===== config.mk =====
export PLATFORM = sky130hd
export DESIGN_NAME = flash_driver_status_id_regs
export DESIGN_NICKNAME = d
export VERILOG_FILES = /design/src/core/flash_regs_pkg.sv /design/src/core/fault_flag_latch.sv /design/src/core/flash_driver_status_id_regs.sv
export SDC_FILE = /design/constraint.sdc
export NUM_CORES = 1
export LEC_CHECK = 0
export BUFFER_PORTS_ARGS = -buffer_cell sky130_fd_sc_hd__buf_2
export CORE_MARGIN = 1.5
export CORE_UTILIZATION = 40
export DETAILED_ROUTE_END_ITERATION = 10
export PLACE_DENSITY_LB_ADDON = 0.1
export SLEW_MARGIN = 10
export SYNTH_ARGS = -nofsm -noshare
export SYNTH_HDL_FRONTEND = slang
export SYNTH_SLANG_ARGS = --single-unit

===== constraint.sdc =====
create_clock -name clk -period 1.5 [get_ports clk]
set_clock_uncertainty 0.15 [all_clocks]
set_input_delay 0.075 -clock clk [delete_from_list [all_inputs] [get_ports clk]]
set_output_delay 0.075 -clock clk [all_outputs]
set_load 0.02 [all_outputs]

===== src/core/flash_regs_pkg.sv =====
package flash_regs_pkg;

  // ---------------------------------------------------------------
  // register map
  // ---------------------------------------------------------------
  localparam logic [7:0] TORCH_LEVEL_ADDR = 8'h04;
  localparam logic [7:0] FAULT_FLAGS_ADDR = 8'h05;
  localparam logic [7:0] IDENT_ADDR       = 8'h06;

  localparam logic [7:0] TORCH_LEVEL_RESET = 8'h00;
  localparam logic [7:0] FAULT_FLAGS_RESET = 8'h00;
  localparam logic [6:0] TORCH_LEVEL_MASK  = 7'h7f;

  // ---------------------------------------------------------------
  // fault flag bit positions
  // ---------------------------------------------------------------
  localparam int FLAG_OVERVOLTAGE  = 7;
  localparam int FLAG_VIN_MONITOR  = 6;
  localparam int FLAG_SHORT        = 5;
  localparam int FLAG_CURRENT_LIM  = 4;
  localparam int FLAG_SCALE_BACK   = 3;
  localparam int FLAG_SHUTDOWN     = 2;
  localparam int FLAG_UNDERVOLTAGE = 1;
  localparam int FLAG_TIMEOUT      = 0;

  // ---------------------------------------------------------------
  // identification register fields
  // ---------------------------------------------------------------
  localparam int IDENT_SOFT_RESET_BIT = 7;
  localparam int IDENT_DEVICE_LSB     = 3;
  localparam int IDENT_REVISION_LSB   = 0;

  // ---------------------------------------------------------------
  // die temperature thresholds, degrees celsius
  // ---------------------------------------------------------------
  localparam logic [7:0] SCALE_BACK_TEMP_C = 8'h7d;
  localparam logic [7:0] SHUTDOWN_TEMP_C   = 8'h96;

endpackage


===== src/core/fault_flag_latch.sv =====
`timescale 1ns/10ps
`default_nettype none
module fault_flag_latch
  import flash_regs_pkg::*;
#(
  parameter int WIDTH = 8
)
(
  input  wire logic             clk,
  input  wire logic             clear_all,
  input  wire logic [WIDTH-1:0] events,
  input  wire logic             read_clear,
  output logic      [WIDTH-1:0] flags
);

  logic [WIDTH-1:0] flags_r;
  logic [WIDTH-1:0] flags_nxt;

  // set beats the read-clear so an event in the read cycle survives
  always_comb
  begin
    flags_nxt = flags_r;
    if (clear_all)
      flags_nxt = FAULT_FLAGS_RESET[WIDTH-1:0];
    else if (read_clear)
      flags_nxt = events;
    else
      flags_nxt = flags_r | events;
  end

  always_ff @(posedge clk)
  begin
    flags_r <= flags_nxt;
  end

  assign flags = flags_r;

endmodule
`default_nettype wire


===== src/core/flash_driver_status_id_regs.sv =====
// Operation
// - seven-bit torch level register, top bit reserved
// - flags bit7 overvoltage, bit6 monitor, bit4 limit
// - flags bit5 short, 3 scale-back, 2 shutdown, 1/0
// - writing ident bit7 forces full device reset
// - ident holds device and revision codes
// - shutdown at 150 C, never disabled
// - scale-back at 125 C when enabled, flagged
`timescale 1ns/10ps
`default_nettype none
module flash_driver_status_id_regs
  import flash_regs_pkg::*;
#(
  // arbitrary neutral identity values
  parameter logic [2:0] DEVICE_CODE   = 3'h5,
  parameter logic [2:0] REVISION_CODE = 3'h2
)
(
  input  wire logic       clk,
  input  wire logic       reset,
  input  wire logic       reg_wr,
  input  wire logic       reg_rd,
  input  wire logic [7:0] reg_addr,
  input  wire logic [7:0] reg_wdata,
  output logic      [7:0] reg_rdata,
  input  wire logic       output_overvoltage_fault,
  input  wire logic       input_voltage_monitor_trip,
  input  wire logic       output_short_fault,
  input  wire logic       current_limit_event,
  input  wire logic       undervoltage_lockout_event,
  input  wire logic       flash_timeout_event,
  input  wire logic [7:0] die_temp_c,
  input  wire logic       scale_back_enable,
  output logic      [6:0] torch_level,
  output logic            thermal_scale_back,
  output logic            thermal_shutdown,
  output logic            device_reset
);

  // ---------------------------------------------------------------
  // state
  // ---------------------------------------------------------------
  logic [6:0] torch_r;
  logic [6:0] torch_nxt;
  logic [7:0] rdata_r;
  logic [7:0] rdata_nxt;
  logic       soft_rst_r;
  logic       soft_rst_nxt;
  logic       tsb_r;
  logic       tsb_nxt;
  logic       tsd_r;
  logic       tsd_nxt;
  logic [7:0] events;
  logic [7:0] flags;
  logic       clear_all;
  logic       flags_read;

  // soft reset acts like power-on reset one cycle after the write
  assign clear_all  = reset | soft_rst_r;
  assign flags_read = reg_rd & (reg_addr == FAULT_FLAGS_ADDR);

  // ---------------------------------------------------------------
  // thermal protection
  // ---------------------------------------------------------------
  // shutdown has no enable input on purpose: only reset or soft reset (clear_all) masks it
  always_comb
  begin
    tsd_nxt = 1'b0;
    tsb_nxt = 1'b0;
    if (!clear_all)
    begin
      tsd_nxt = (die_temp_c >= SHUTDOWN_TEMP_C);
      tsb_nxt = scale_back_enable &&
                (die_temp_c >= SCALE_BACK_TEMP_C);
    end
  end

  always_ff @(posedge clk)
  begin
    tsb_r <= tsb_nxt;
    tsd_r <= tsd_nxt;
  end

  // ---------------------------------------------------------------
  // flag sources
  // ---------------------------------------------------------------
  always_comb
  begin
    events                    = 8'h00;
    events[FLAG_OVERVOLTAGE]  = output_overvoltage_fault;
    events[FLAG_VIN_MONITOR]  = input_voltage_monitor_trip;
    events[FLAG_CURRENT_LIM]  = current_limit_event;
    events[FLAG_SHORT]        = output_short_fault;
    events[FLAG_SCALE_BACK]   = tsb_r;
    events[FLAG_SHUTDOWN]     = tsd_r;
    events[FLAG_UNDERVOLTAGE] = undervoltage_lockout_event;
    events[FLAG_TIMEOUT]      = flash_timeout_event;
  end

  fault_flag_latch #(
    .WIDTH (8)
  ) u_flags (
    .clk        (clk),
    .clear_all  (clear_all),
    .events     (events),
    .read_clear (flags_read),
    .flags      (flags)
  );

  // ---------------------------------------------------------------
  // register writes and reads
  // ---------------------------------------------------------------
  always_comb
  begin
    torch_nxt    = torch_r;
    soft_rst_nxt = 1'b0;
    rdata_nxt    = rdata_r;
    if (clear_all)
    begin
      // a request in the clearing cycle is dropped, not queued
      torch_nxt = TORCH_LEVEL_RESET[6:0];
      rdata_nxt = 8'h00;
    end
    else
    begin
      if (reg_wr && reg_addr == TORCH_LEVEL_ADDR)
        torch_nxt = reg_wdata[6:0] & TORCH_LEVEL_MASK;
      if (reg_wr && reg_addr == IDENT_ADDR)
        soft_rst_nxt = reg_wdata[IDENT_SOFT_RESET_BIT];
      if (reg_rd)
      begin
        unique case (reg_addr)
          TORCH_LEVEL_ADDR: rdata_nxt = {1'b0, torch_r};
          FAULT_FLAGS_ADDR: rdata_nxt = flags;
          IDENT_ADDR:       rdata_nxt = {2'b00, DEVICE_CODE,
                                         REVISION_CODE};
          default:          rdata_nxt = 8'h00;
        endcase
      end
    end
  end

  always_ff @(posedge clk)
  begin
    torch_r    <= torch_nxt;
    rdata_r    <= rdata_nxt;
    soft_rst_r <= soft_rst_nxt;
  end

  assign reg_rdata          = rdata_r;
  assign torch_level        = torch_r;
  assign thermal_scale_back = tsb_r;
  assign thermal_shutdown   = tsd_r;
  assign device_reset       = soft_rst_r;
endmodule
`default_nettype wire


Word level (Yosys, flattened, before mapping)
Cells that the tools add are included.
{"block": "word_totals", "regBits": 26, "output_inout_bits": 18, "wordCells": 21}
{"block": "classes", "n_lt_le_gt_ge": 2, "eq_ne": 3, "mux": 2, "bitwise": 4, "n_reduce_logical": 4}
{"operator": "equality test 8 x 3 -> 1 bit, second input constant", "n": 3}
{"operator": "one-hot mux 8 bit (3 select lines)", "n": 1}
{"operator": ">= comparator 8 x 7 -> 1 bit, second input constant", "n": 1}
{"operator": ">= comparator 8 bit, second input constant", "n": 1}
{"operator": "two-way mux 8 bit", "n": 1}
{"operator": "bitwise OR 8 bit", "n": 1}
{"operator": "logical AND 1 bit", "n": 3}
{"operator": "OR reduction 2 bit", "n": 1}
{"operator": "AND 1 bit", "n": 1}
{"operator": "NOT 1 bit", "n": 1}
{"operator": "bitwise OR 1 bit", "n": 1}

Logic depth before layout (Yosys ltp)
Gate-level depths: netlist of run 1.
{"block": "logic_depth", "word_depth": 4, "mapped_depth": 4, "depth_no_buf": 3}

Cells and area by module
From an unflattened synthesis of run 1, not the netlist that was laid out.
{"block": "unflattened", "cells_unflattened": 125, "area_unflattened_um2": 1162.4}
{"mod": "flash_driver_status_id_regs", "instances": 1, "cells_per_inst": 92, "area_per_inst_um2": 858.3, "seq_area_each_um2": 360.3}
{"mod": "fault_flag_latch", "instances": 1, "cells_per_inst": 33, "area_per_inst_um2": 304.0, "seq_area_each_um2": 160.2}

Worst setup path after synthesis of run 1
No wires, ideal clock.
{"block": "synth_path", "kind": "input to register", "start": "input reg_addr[3]", "end": "register rdata_r[5] (netlist: reg_rdata[5])", "arrival_ns": 1.291, "t_required_ns": 1.263, "slack_ns": -0.028, "stages": 4, "n_path_buf": 1, "cell_sequence": "or4b_1 > buf_2 > or3_4 > o31ai_1"}
{"block": "synth_between", "elab_chain_len": 2, "elab_cells_between_ends": 4, "classes_between": "3 x eq/ne; 1 x mux"}
{"element": "start, declared", "line_no": "flash_driver_status_id_regs.sv:23", "source": "input wire logic [7:0] reg_addr,"}
{"element": "equality test 8 x 3 -> 1 bit", "line_no": "flash_driver_status_id_regs.sv:132", "source": "unique case (reg_addr)"}
{"element": "one-hot mux 8 bit (3 select lines) *", "line_no": "flash_driver_status_id_regs.sv:132"}
{"element": "end signal, assigned", "line_no": "flash_driver_status_id_regs.sv:146", "source": "rdata_r <= rdata_nxt;"}
{"element": "end, declared", "line_no": "flash_driver_status_id_regs.sv:45", "source": "logic [7:0] rdata_r;"}
Every way passes the cells marked *; elsewhere a longest branch is shown, timed or not.
A chain may end at the register's enable or synchronous reset.

==> impl_results.md, run 1 <==
* Setup TNS at 0 ns
* CP arrival at 1.47 ns
* Clock Sinks at 26
* Max Slew Vio Count at 0
* TritonCTS clock tree: built
* Hold Path Depth at 4
* Clk slew on worst S/H paths at 0.14 ns
* Fillers at 252
* Asr flop ratio synth at 0
* Num ports at 53
* Slowest cell delay on critical path at 0.56 ns
* Placed cell count at 215
* Worst-case clock buffer depth at 2
* Layout area overhead at 53.6%
* Req. time, crit path at 1.60 ns
* Finish-stage setup viols at 0
* First-pass GRT wire length at 5.60 mm
* Post-synth EDFFs at 0
* Pre-antenna DRT Iters at 4
* Synthesized flop and latch total at 26
* Most used cell, CP: dlygate4sd3_1
* Final min period at 1.37 ns
* Worst Path Max Fanout at 1
* RR Startpoint: device_reset$_SDFF_PP0_
* Final Hold Violating Endpoints at 0
* PwrDens at 721 nW/um2
* Post-CTS setup buffer count at 0
* CTS Buf Count at 3
* DR vias at 1,295
* Final worst path period share at 0.911
* Horiz. Die Dim at 56.7 um
* Placed wire-length estimate at 2.26 mm
* Pleak at about 0.78 nW
* I/O Buffers at 52
* Synth Cell Area at roughly 1200 um2
* Skew-Pair Late Insertion Delay at 0.31 ns
* Die Y at 56.7 um
* Synth warnings at 0
* Num rows at 19
* Worst path slowest cell: dlygate4sd3_1
* R2R cell count at 2
* Outcome: complete, no violations
* Most common cell after layout, fill and taps aside: buf_2
* Reg area at between 500 and 600 um2
* RSZ-0062 raised after global routing: false
* Routed Antenna Nets at 0
* Worst Hold Launch: die_temp_c[0]
* Commonest cells after routing, fill and taps aside: buf_2, dfxtp_1, dlygate4sd3_1
* Crit path from: reg_wdata[7]
* DRC Markers at 0
* H-Tree Depth at 1
* Post-synthesis sequential area ratio at 0.451
* Kind of critical path: in2reg
* Levels on crit path at 5
* Min-delay worst type: in2reg
* Design area at 1770 um2
* Clock root buffer: clkbuf_4
* Library cells used by synthesis at 24
* Setup crit start kind: primary input
* Critical path's top delay family: buffers and inverters
* Placer Congestion at between 0.7 and 0.8
* CP cell instances: dlygate4sd3_1, buf_2, nand3_1, dlygate4sd3_1, nor3_1
* GR Overflow Total at 0
* Die area at 3220 um2
* Layout cells sized above 1 at 0.327
* Vias per cell at 5.29
* Worst Max-Slew Pin Slew at between 0.2 and 0.3 ns
* Non-filler cells, final at 245
* Max VDD drop at 0.630 mV
* Syn Area/Cell at 8.62 um2
* Main synth FF type: dfxtp_1
* Core Box Area at 2760 um2
* Syn_nets at 169
* Initial antenna violation count at 0
* Diodes inserted at 0
* Slew margin rel. at 0.813
* Starting DRT DRC Count at 52
* Tot GR Track Use at 0.215
* Vias in the first global route at around 1,300
* Starting Density at 0.419
* Achievable Freq at 732 MHz
* Drt wl/cell at 13.1 um
* Placed cell area at 1480 um2
* Syn Inst Count at 134
* Buf+Inv Stages, Crit Path at 3
* CP endpoint kind: register
* Largest net degree at the start of global routing at 16
* Number of max-cap violations at 0
* Nets@finish at 250
* Drt total wl at 3.21 mm
* Total power at 0.00128 W
* Area of the multi-input gates at 606 um2
-- metal layers --
layer	share of wire	vias up	global-route usage
li1	-	661	-
met1	0.46	585	0.289
met2	0.48	41	0.344
met3	0.047	8	0.0276
met4	0.021	0	0.0963
met5	0	-	0
-- cells in the mapped netlist (3+ instances only) --
cell / instances / share of area
dfxtp_1: 26 / 0.45
a21oi_1: 21 / 0.091
nor2_1: 14 / 0.046
nand4_1: 12 / 0.065
o31ai_1: 10 / 0.065
o21ai_0: 9 / 0.039
clkbuf_1: 8 / 0.026
nand2b_1: 6 / 0.033
mux2_2: 4 / 0.039
a2bb2oi_1: 3 / 0.023
nand3b_1: 3 / 0.020
nor2b_1: 3 / 0.016
-- worst min-delay path, stage by stage --
cell     delay (ns)
buf_2          0.07
o21ai_0        0.08
nor2_1         0.10
o211a_1        0.14
-- through the flow --
stage,setup slack (ns),utilization,hold slack [ns]
global route,0.0530,0.643,0.000668
floorplan,-0.0276,-,0.0557
global placement,-0.0853,0.536,0.153
CTS,0.156,0.643,0.00885
detailed placement,-0.112,0.536,0.158
finish,0.134,0.643,0.0206
-- worst paths after layout --
kind	endpoint	slack, ns
max	device_reset$_SDFF_PP0_	0.13
min	thermal_scale_back$_SDFF_PP0_	0.02
max reg2reg	device_reset$_SDFF_PP0_	0.33
min reg2reg	reg_rdata[7]$_SDFFE_PP0P_	0.33
-- sequential cells by signal, indices dropped and copies added, names as in the netlist --
| signal | cells |
|---|---|
| thermal_scale_back | 1 |
| thermal_shutdown | 1 |
| device_reset | 1 |
| u_flags.flags | 8 |
| torch_level | 7 |
| reg_rdata | 8 |
-- cell families after synthesis --
kind of cell	Yosys count	synth area share
AND/OR/NAND/NOR	50	0.245
AO/OA/AOI/OAI	45	0.235
flip-flops	26	0.451
buffers and inverters	9	0.0303
multiplexers	4	0.0390
-- final cells by class --
class | count | share of cell area
well taps | 31 | 0.0219
clock buffers | 4 | 0.0205
flip-flops and latches | 26 | 0.293
repair buffers | 85 | 0.323
multi-input cells | 99 | 0.341
-- power breakdown --
part / total [W] / internal, W / switching [W]
logic: 0.000212 / 0.000119 / 0.0000935
registers: 0.000719 / 0.000709 / 0.0000102
clock network: 0.000348 / 0.000148 / 0.000199
total: 0.00128 / 0.000976 / 0.000303
-- repair_timing --
item	in CTS	in global routing
hold buffers	26	0
hold endpoints to repair	23	0
resized for setup	0	0
Power figures use the tool's default switching activity.
==> inputs of run 2 (changes only) <==
- GPL_ROUTABILITY_DRIVEN: not set -> 0
- REMOVE_ABC_BUFFERS: not set -> 1
==> run 2 against run 1 <==
Against the previous run: highest routed layer unchanged; sequential share of layout area grew 0.81 points; sequential cell count did not move; register-to-register slack got worse by 0.05 ns; cell count decreased by 1.6%; die area is the same; final area is 2.7% lower; critical path depth stayed put; utilization decreased by 1.7 points; via count decreased by 0.85%; clock power is 20% lower; largest power group unchanged.
==> impl_results.md, run 2 (synthesis gave the netlist of run 1 again) <==
* Outcome: complete, no violations
* Num rows at 19 (unchanged)
* Pre-CTS WS at -0.144 ns (-0.0313 ns)
* Clock root buffer: clkbuf_4
* Tot GR Track Use at 0.199 (-0.0160)
* Layout area overhead at 49.5%
* Setup crit start kind: primary input
* DRC Markers at 0 (unchanged)
* Achievable Freq at 720 MHz (-1.6%)
* Pre-antenna DRT Iters at 4 (unchanged)
* Layout cells sized above 1 at 0.319 (-0.00806)
* Diodes inserted at 0 (unchanged)
* Largest net degree at the start of global routing at 16 (unchanged)
* Nets@finish at 247 (-1.2%)
* Post-CTS sizing at 0 (unchanged)
* CP endpoint kind: register
* Design area at 1730 um2 (-2.7%)
* Kind of critical path: in2reg
* Post-CTS setup buffer count at 0 (unchanged)
* Non-filler cells, final at 241 (-1.6%)
* Clock Sinks at 26 (unchanged)
* Initial antenna violation count at 0 (unchanged)
* Skew-Pair Late Insertion Delay at 0.31 ns (about the same)
* Final Hold Violating Endpoints at 0 (unchanged)
* I/O Buffers at 52 (unchanged)
* Setup ws final at 0.111 ns (-0.0226 ns)
* Worst Path Max Fanout at 1 (unchanged)
* First-pass GRT wire length at 5.11 mm (-8.7%)
* H-Tree Depth at 1 (unchanged)
* Starting Density at 0.419 (unchanged)
* Final min period at 1.39 ns (+0.0226 ns)
* Finish-stage setup viols at 0 (unchanged)
* Placed wire-length estimate at 2.29 mm (+1.1%)
* Core Box Area at 2760 um2 (unchanged)
* Req. time, crit path at 1.58 ns (-0.02 ns)
* Routed Antenna Nets at 0 (unchanged)
* GR Overflow Total at 0 (unchanged)
* Most common cell after layout, fill and taps aside: buf_2
* CTS Buf Count at 3 (unchanged)
* Die Y at 56.7 um (unchanged)
* Number of max-cap violations at 0 (unchanged)
* TritonCTS clock tree: built
* Num ports at 53 (unchanged)
* Vias per cell at 5.33 (+0.80%)
* Slew margin rel. at 0.826 (+0.0126)
* Drt wl/cell at 13.1 um (-0.43%)
* Worst Max-Slew Pin Slew at 0.258 ns (-0.0225 ns)
* Pleak at 0.757 nW (-2.8%)
* Commonest cells after routing, fill and taps aside: buf_2, dfxtp_1, dlygate4sd3_1
* DR vias at 1,284 (-0.85%)
* Clk slew on worst S/H paths at 0.13 ns (about the same)
* Horiz. Die Dim at 56.7 um (unchanged)
* Placed cell count at 214 (-0.47%)
* CP arrival at 1.47 ns (about the same)
* Max Slew Vio Count at 0 (unchanged)
* Die area at 3220 um2 (unchanged)
* Worst-case clock buffer depth at 2 (unchanged)
* Drt total wl at 3.15 mm (-2.1%)
* Vias in the first global route at 1,217 (-5.1%)
* Setup TNS at 0 ns (unchanged)
* Max VDD drop at 0.422 mV (-33%)
* Final worst path period share at 0.926 (+0.0151)
* Fillers at 262 (+4.0%)
* Hold Slack at 0.0169 ns (-0.00371 ns)
* Placed cell area at 1460 um2 (-0.93%)
* Starting DRT DRC Count at 67 (+29%)
* Min-delay worst type: in2reg
* PwrDens at 696 nW/um2 (-3.4%)
* RSZ-0062 raised after global routing: false
[run 2: cell types whose count changed in the layout (fill, tap and decap cells not counted), sizes merged]
cell	before	now
dlygate4sd3	26	24
buf	59	58
clkbuf	4	3
[run 2: final cells by class]
class / instances / area, um2 / area share
multi-input combinational: 99 / 599 / 0.347
tap: 31 / 38.8 / 0.0225
sequential: 26 / 520 / 0.301
timing repair buffer: 82 / 546 / 0.316
clock buffer: 3 / 22.5 / 0.0130
[run 2: worst paths after layout]
path	from	endpoint	slack, ns	cells after the start
setup reg to reg	device_reset$_SDFF_PP0_	device_reset$_SDFF_PP0_	0.28	2
setup / recovery	reg_wdata[7]	device_reset$_SDFF_PP0_	0.11	5
hold reg to reg	reg_rdata[7]$_SDFFE_PP0P_	reg_rdata[7]$_SDFFE_PP0P_	0.32	2
hold / removal	die_temp_c[0]	thermal_scale_back$_SDFF_PP0_	0.02	4
[run 2: layer usage]
metal,GRT usage,part of all wire,up-vias
li1,-,-,660
met1,0.254,0.46,582
met2,0.337,0.48,36
met3,0.0300,0.049,6
met4,0.0764,0.015,0
met5,0,0,-
[run 2: power breakdown]
group / leakage (nW) / switching [W] / internal (W) / total (W)
Sequential: 0.212 / 0.00000898 / 0.000709 / 0.000717
Combinational: 0.531 / 0.0000936 / 0.000114 / 0.000207
Clock: 0.0138 / 0.000184 / 0.0000936 / 0.000277
Total: 0.757 / 0.000286 / 0.000916 / 0.00120
[run 2: timing repair]
action                                  CTS  global route
hold endpoints to repair                 23             0
endpoints found under the setup margin    0             0
hold buffers                             24             0
[run 2: critical path: stages]
cell and delay (ns):
dlygate4sd3_1 0.52, buf_2 0.10, nand3_1 0.06, dlygate4sd3_1 0.55, nor3_1 0.16
[run 2: metrics by stage]
stage               utilization  total power, W
finish                    0.626         0.00120
global route              0.626         0.00127
CTS                       0.626         0.00122
detailed placement        0.531        0.000892
global placement          0.531        0.000887
floorplan                     -        0.000802
==> inputs of run 3 (changes only) <==
- SLEW_MARGIN: 10 -> not set
- SYNTH_HIERARCHICAL: not set -> 1
==> run 3 against run 2 <==
Against the previous run: sequential power is essentially flat; routed wire length shrank 9.8%; critical endpoint unchanged; worst hold slack better by 0.0099 ns; die area increased by 0.62%.
==> impl_results.md, run 3 <==
* Asr flop ratio synth at 0 (unchanged)
* Tot GR Track Use at 0.189 (-0.00993)
* Starting DRT DRC Count at 11 (-84%)
* Diodes inserted at 0 (unchanged)
* Min-delay worst type: in2reg
* Syn Inst Count at 125 (-6.7%)
* R2R cell count at 3 (+1)
* Vias in the first global route at 1,139 (-6.4%)
* Req. time, crit path at 1.59 ns (about the same)
* Max VDD drop at 0.437 mV (+3.6%)
* Finish-stage setup viols at 0 (unchanged)
* Layout cells sized above 1 at 0.329 (+0.00945)
* Number of max-cap violations at 0 (unchanged)
* Post-synthesis sequential area ratio at 0.448 (-0.00291)
* Die Y at 56.9 um (+0.31%)
* Clock root buffer: clkbuf_4
* Hold Slack at 0.0268 ns (+0.00987 ns)
* Synthesized flop and latch total at 26 (unchanged)
* Synth top cells by count: dfxtp_1, nand2_1, mux2i_1, nand3b_1, inv_1
* Drt wl/cell at 11.9 um (-8.6%)
* Setup TNS at 0 ns (unchanged)
* Initial antenna violation count at 0 (unchanged)
* Skew-Pair Late Insertion Delay at 0.31 ns (about the same)
* Worst Max-Slew Pin Slew at 0.327 ns (+0.0689 ns)
* Num rows at 19 (unchanged)
* Clk slew on worst S/H paths at 0.13 ns (about the same)
* CP endpoint kind: register
* H-Tree Depth at 1 (unchanged)
* Outcome: complete, no violations
* Synth area leader: dfxtp_1
* Final min period at 1.39 ns (+0.00429 ns)
* Num ports at 53 (unchanged)
* Nets@finish at 244 (-1.2%)
* Library cells used by synthesis at 24 (unchanged)
* Horiz. Die Dim at 56.9 um (+0.31%)
* Kind of critical path: in2reg
* Syn Area/Cell at 9.30 um2 (+7.9%)
* Clock Sinks at 26 (unchanged)
* Achievable Freq at 718 MHz (-0.31%)
* Synth top area cells: dfxtp_1, mux2i_1, nand3b_1
* Pre-antenna DRT Iters at 4 (unchanged)
* Core Box Area at 2760 um2 (unchanged)
* DRC Markers at 0 (unchanged)
* Starting Density at 0.422 (+0.00272)
* TritonCTS clock tree: built
* Final Hold Violating Endpoints at 0 (unchanged)
* Worst-case clock buffer depth at 2 (unchanged)
* Layout area overhead at 52.2%
* Count leader, synth: dfxtp_1
* I/O Buffers at 52 (unchanged)
* First-pass GRT wire length at 4.82 mm (-5.8%)
* Vias per cell at 4.92 (-7.7%)
* Final worst path period share at 0.929 (+0.00286)
* Pleak at 0.868 nW (+15%)
* Post-synth EDFFs at 0 (unchanged)
* Routed Antenna Nets at 0 (unchanged)
* Placed wire-length estimate at 2.05 mm (-10%)
* RSZ-0062 raised after global routing: false
* Drt total wl at 2.84 mm (-9.8%)
* Setup crit start kind: primary input
* Largest net degree at the start of global routing at 14 (-2)
* Synth warnings at 6 (+6)
* Commonest cells after routing, fill and taps aside: buf_2, dfxtp_1, dlygate4sd3_1
* DR vias at 1,171 (-8.8%)
* PwrDens at 688 nW/um2 (-1.2%)
* Main synth FF type: dfxtp_1
* Yosys top cell area share at 0.448 (-0.00291)
* GR Overflow Total at 0 (unchanged)
* Most common cell after layout, fill and taps aside: buf_2
* Hold Path Depth at 4 (unchanged)
* Max Slew Vio Count at 0 (unchanged)
* Die area at 3240 um2 (+0.62%)
* Slew margin rel. at 0.782 (-0.0438)
* CP arrival at 1.49 ns (+0.02 ns)
* Synth Cell Area at 1160 um2 (+0.65%)
* Worst Path Max Fanout at 2 (+1)
* CTS Buf Count at 3 (unchanged)
-- run 3: cell count changes after synthesis, sizes merged, moves of 9 or more --
cell / change
nand4: -9
a21oi: -12
nand2: +15
inv: +9
mux2i: +11
-- run 3: final timing paths --
| kind | startpoint | to | slack, ns |
|---|---|---|---|
| worst max-delay path | reg_wr | device_reset$_SDFF_PP0_ | 0.11 |
| worst min-delay path | die_temp_c[2] | thermal_shutdown$_SDFF_PP0_ | 0.03 |
| worst max register to register | device_reset$_SDFF_PP0_ | reg_rdata[0]$_SDFFE_PP0P_ | 0.24 |
| worst min register to register | thermal_shutdown$_SDFF_PP0_ | u_flags/flags[2]$_SDFF_PP0_ | 0.32 |
-- run 3: cell type report --
| cell class | count | area [um2] |
|---|---|---|
| clock buffer | 3 | 22.5 |
| fill | 250 | 988 |
| inverter | 9 | 33.8 |
| multi-input combinational | 85 | 588 |
| sequential | 26 | 520 |
| tap | 31 | 38.8 |
| timing repair buffer | 84 | 566 |
-- run 3: logic make-up after synthesis --
| kind of cell | share of synthesized area |
|---|---|
| buffers and inverters | 0.0484 |
| AOI/OAI and AO/OA | 0.142 |
| and+or+nand+nor | 0.267 |
| DFF | 0.448 |
| muxes | 0.0947 |
-- run 3: where the power goes --
group	total, W	internal [W]	switching (W)
Clock	0.000288	0.0000939	0.000194
Combinational	0.000210	0.000121	0.0000899
Sequential	0.000719	0.000709	0.0000103
-- run 3: repair_timing --
action	in CTS	in global routing
buffers inserted	0	0
endpoints found under the hold margin	24	0
hold buffers	26	0
gates resized for setup	0	0
-- run 3: critical path, stage by stage --
cell and delay [ns]:
dlygate4sd3_1 0.52, buf_2 0.13, nand4b_1 0.08, dlygate4sd3_1 0.56, nor3_1 0.13
-- run 3: routing by layer --
metal	up-vias	GRT usage	share of wire
met5	-	0	0
met4	0	0.0698	0.0067
met3	2	0.0392	0.055
met2	34	0.346	0.51
met1	535	0.214	0.43
li1	600	-	-
-- run 3: per-stage QoR --
| stage | setup slack [ns] | instance area, um2 | util | power, W | cells |
|---|---|---|---|---|---|
| 3_5_place_dp | 0.139 | 1490 | 0.539 | 0.000892 | 209 |
| 2_1_floorplan | -0.559 | 1140 | - | 0.000806 | 120 |
| 3_3_place_gp | 0.196 | 1490 | 0.539 | 0.000890 | 209 |
| 4_1_cts | 0.0893 | 1770 | 0.642 | 0.00123 | 238 |
| 6_report | 0.107 | 1770 | 0.642 | 0.00122 | 238 |
| 5_1_grt | 0.0284 | 1770 | 0.642 | 0.00128 | 238 |
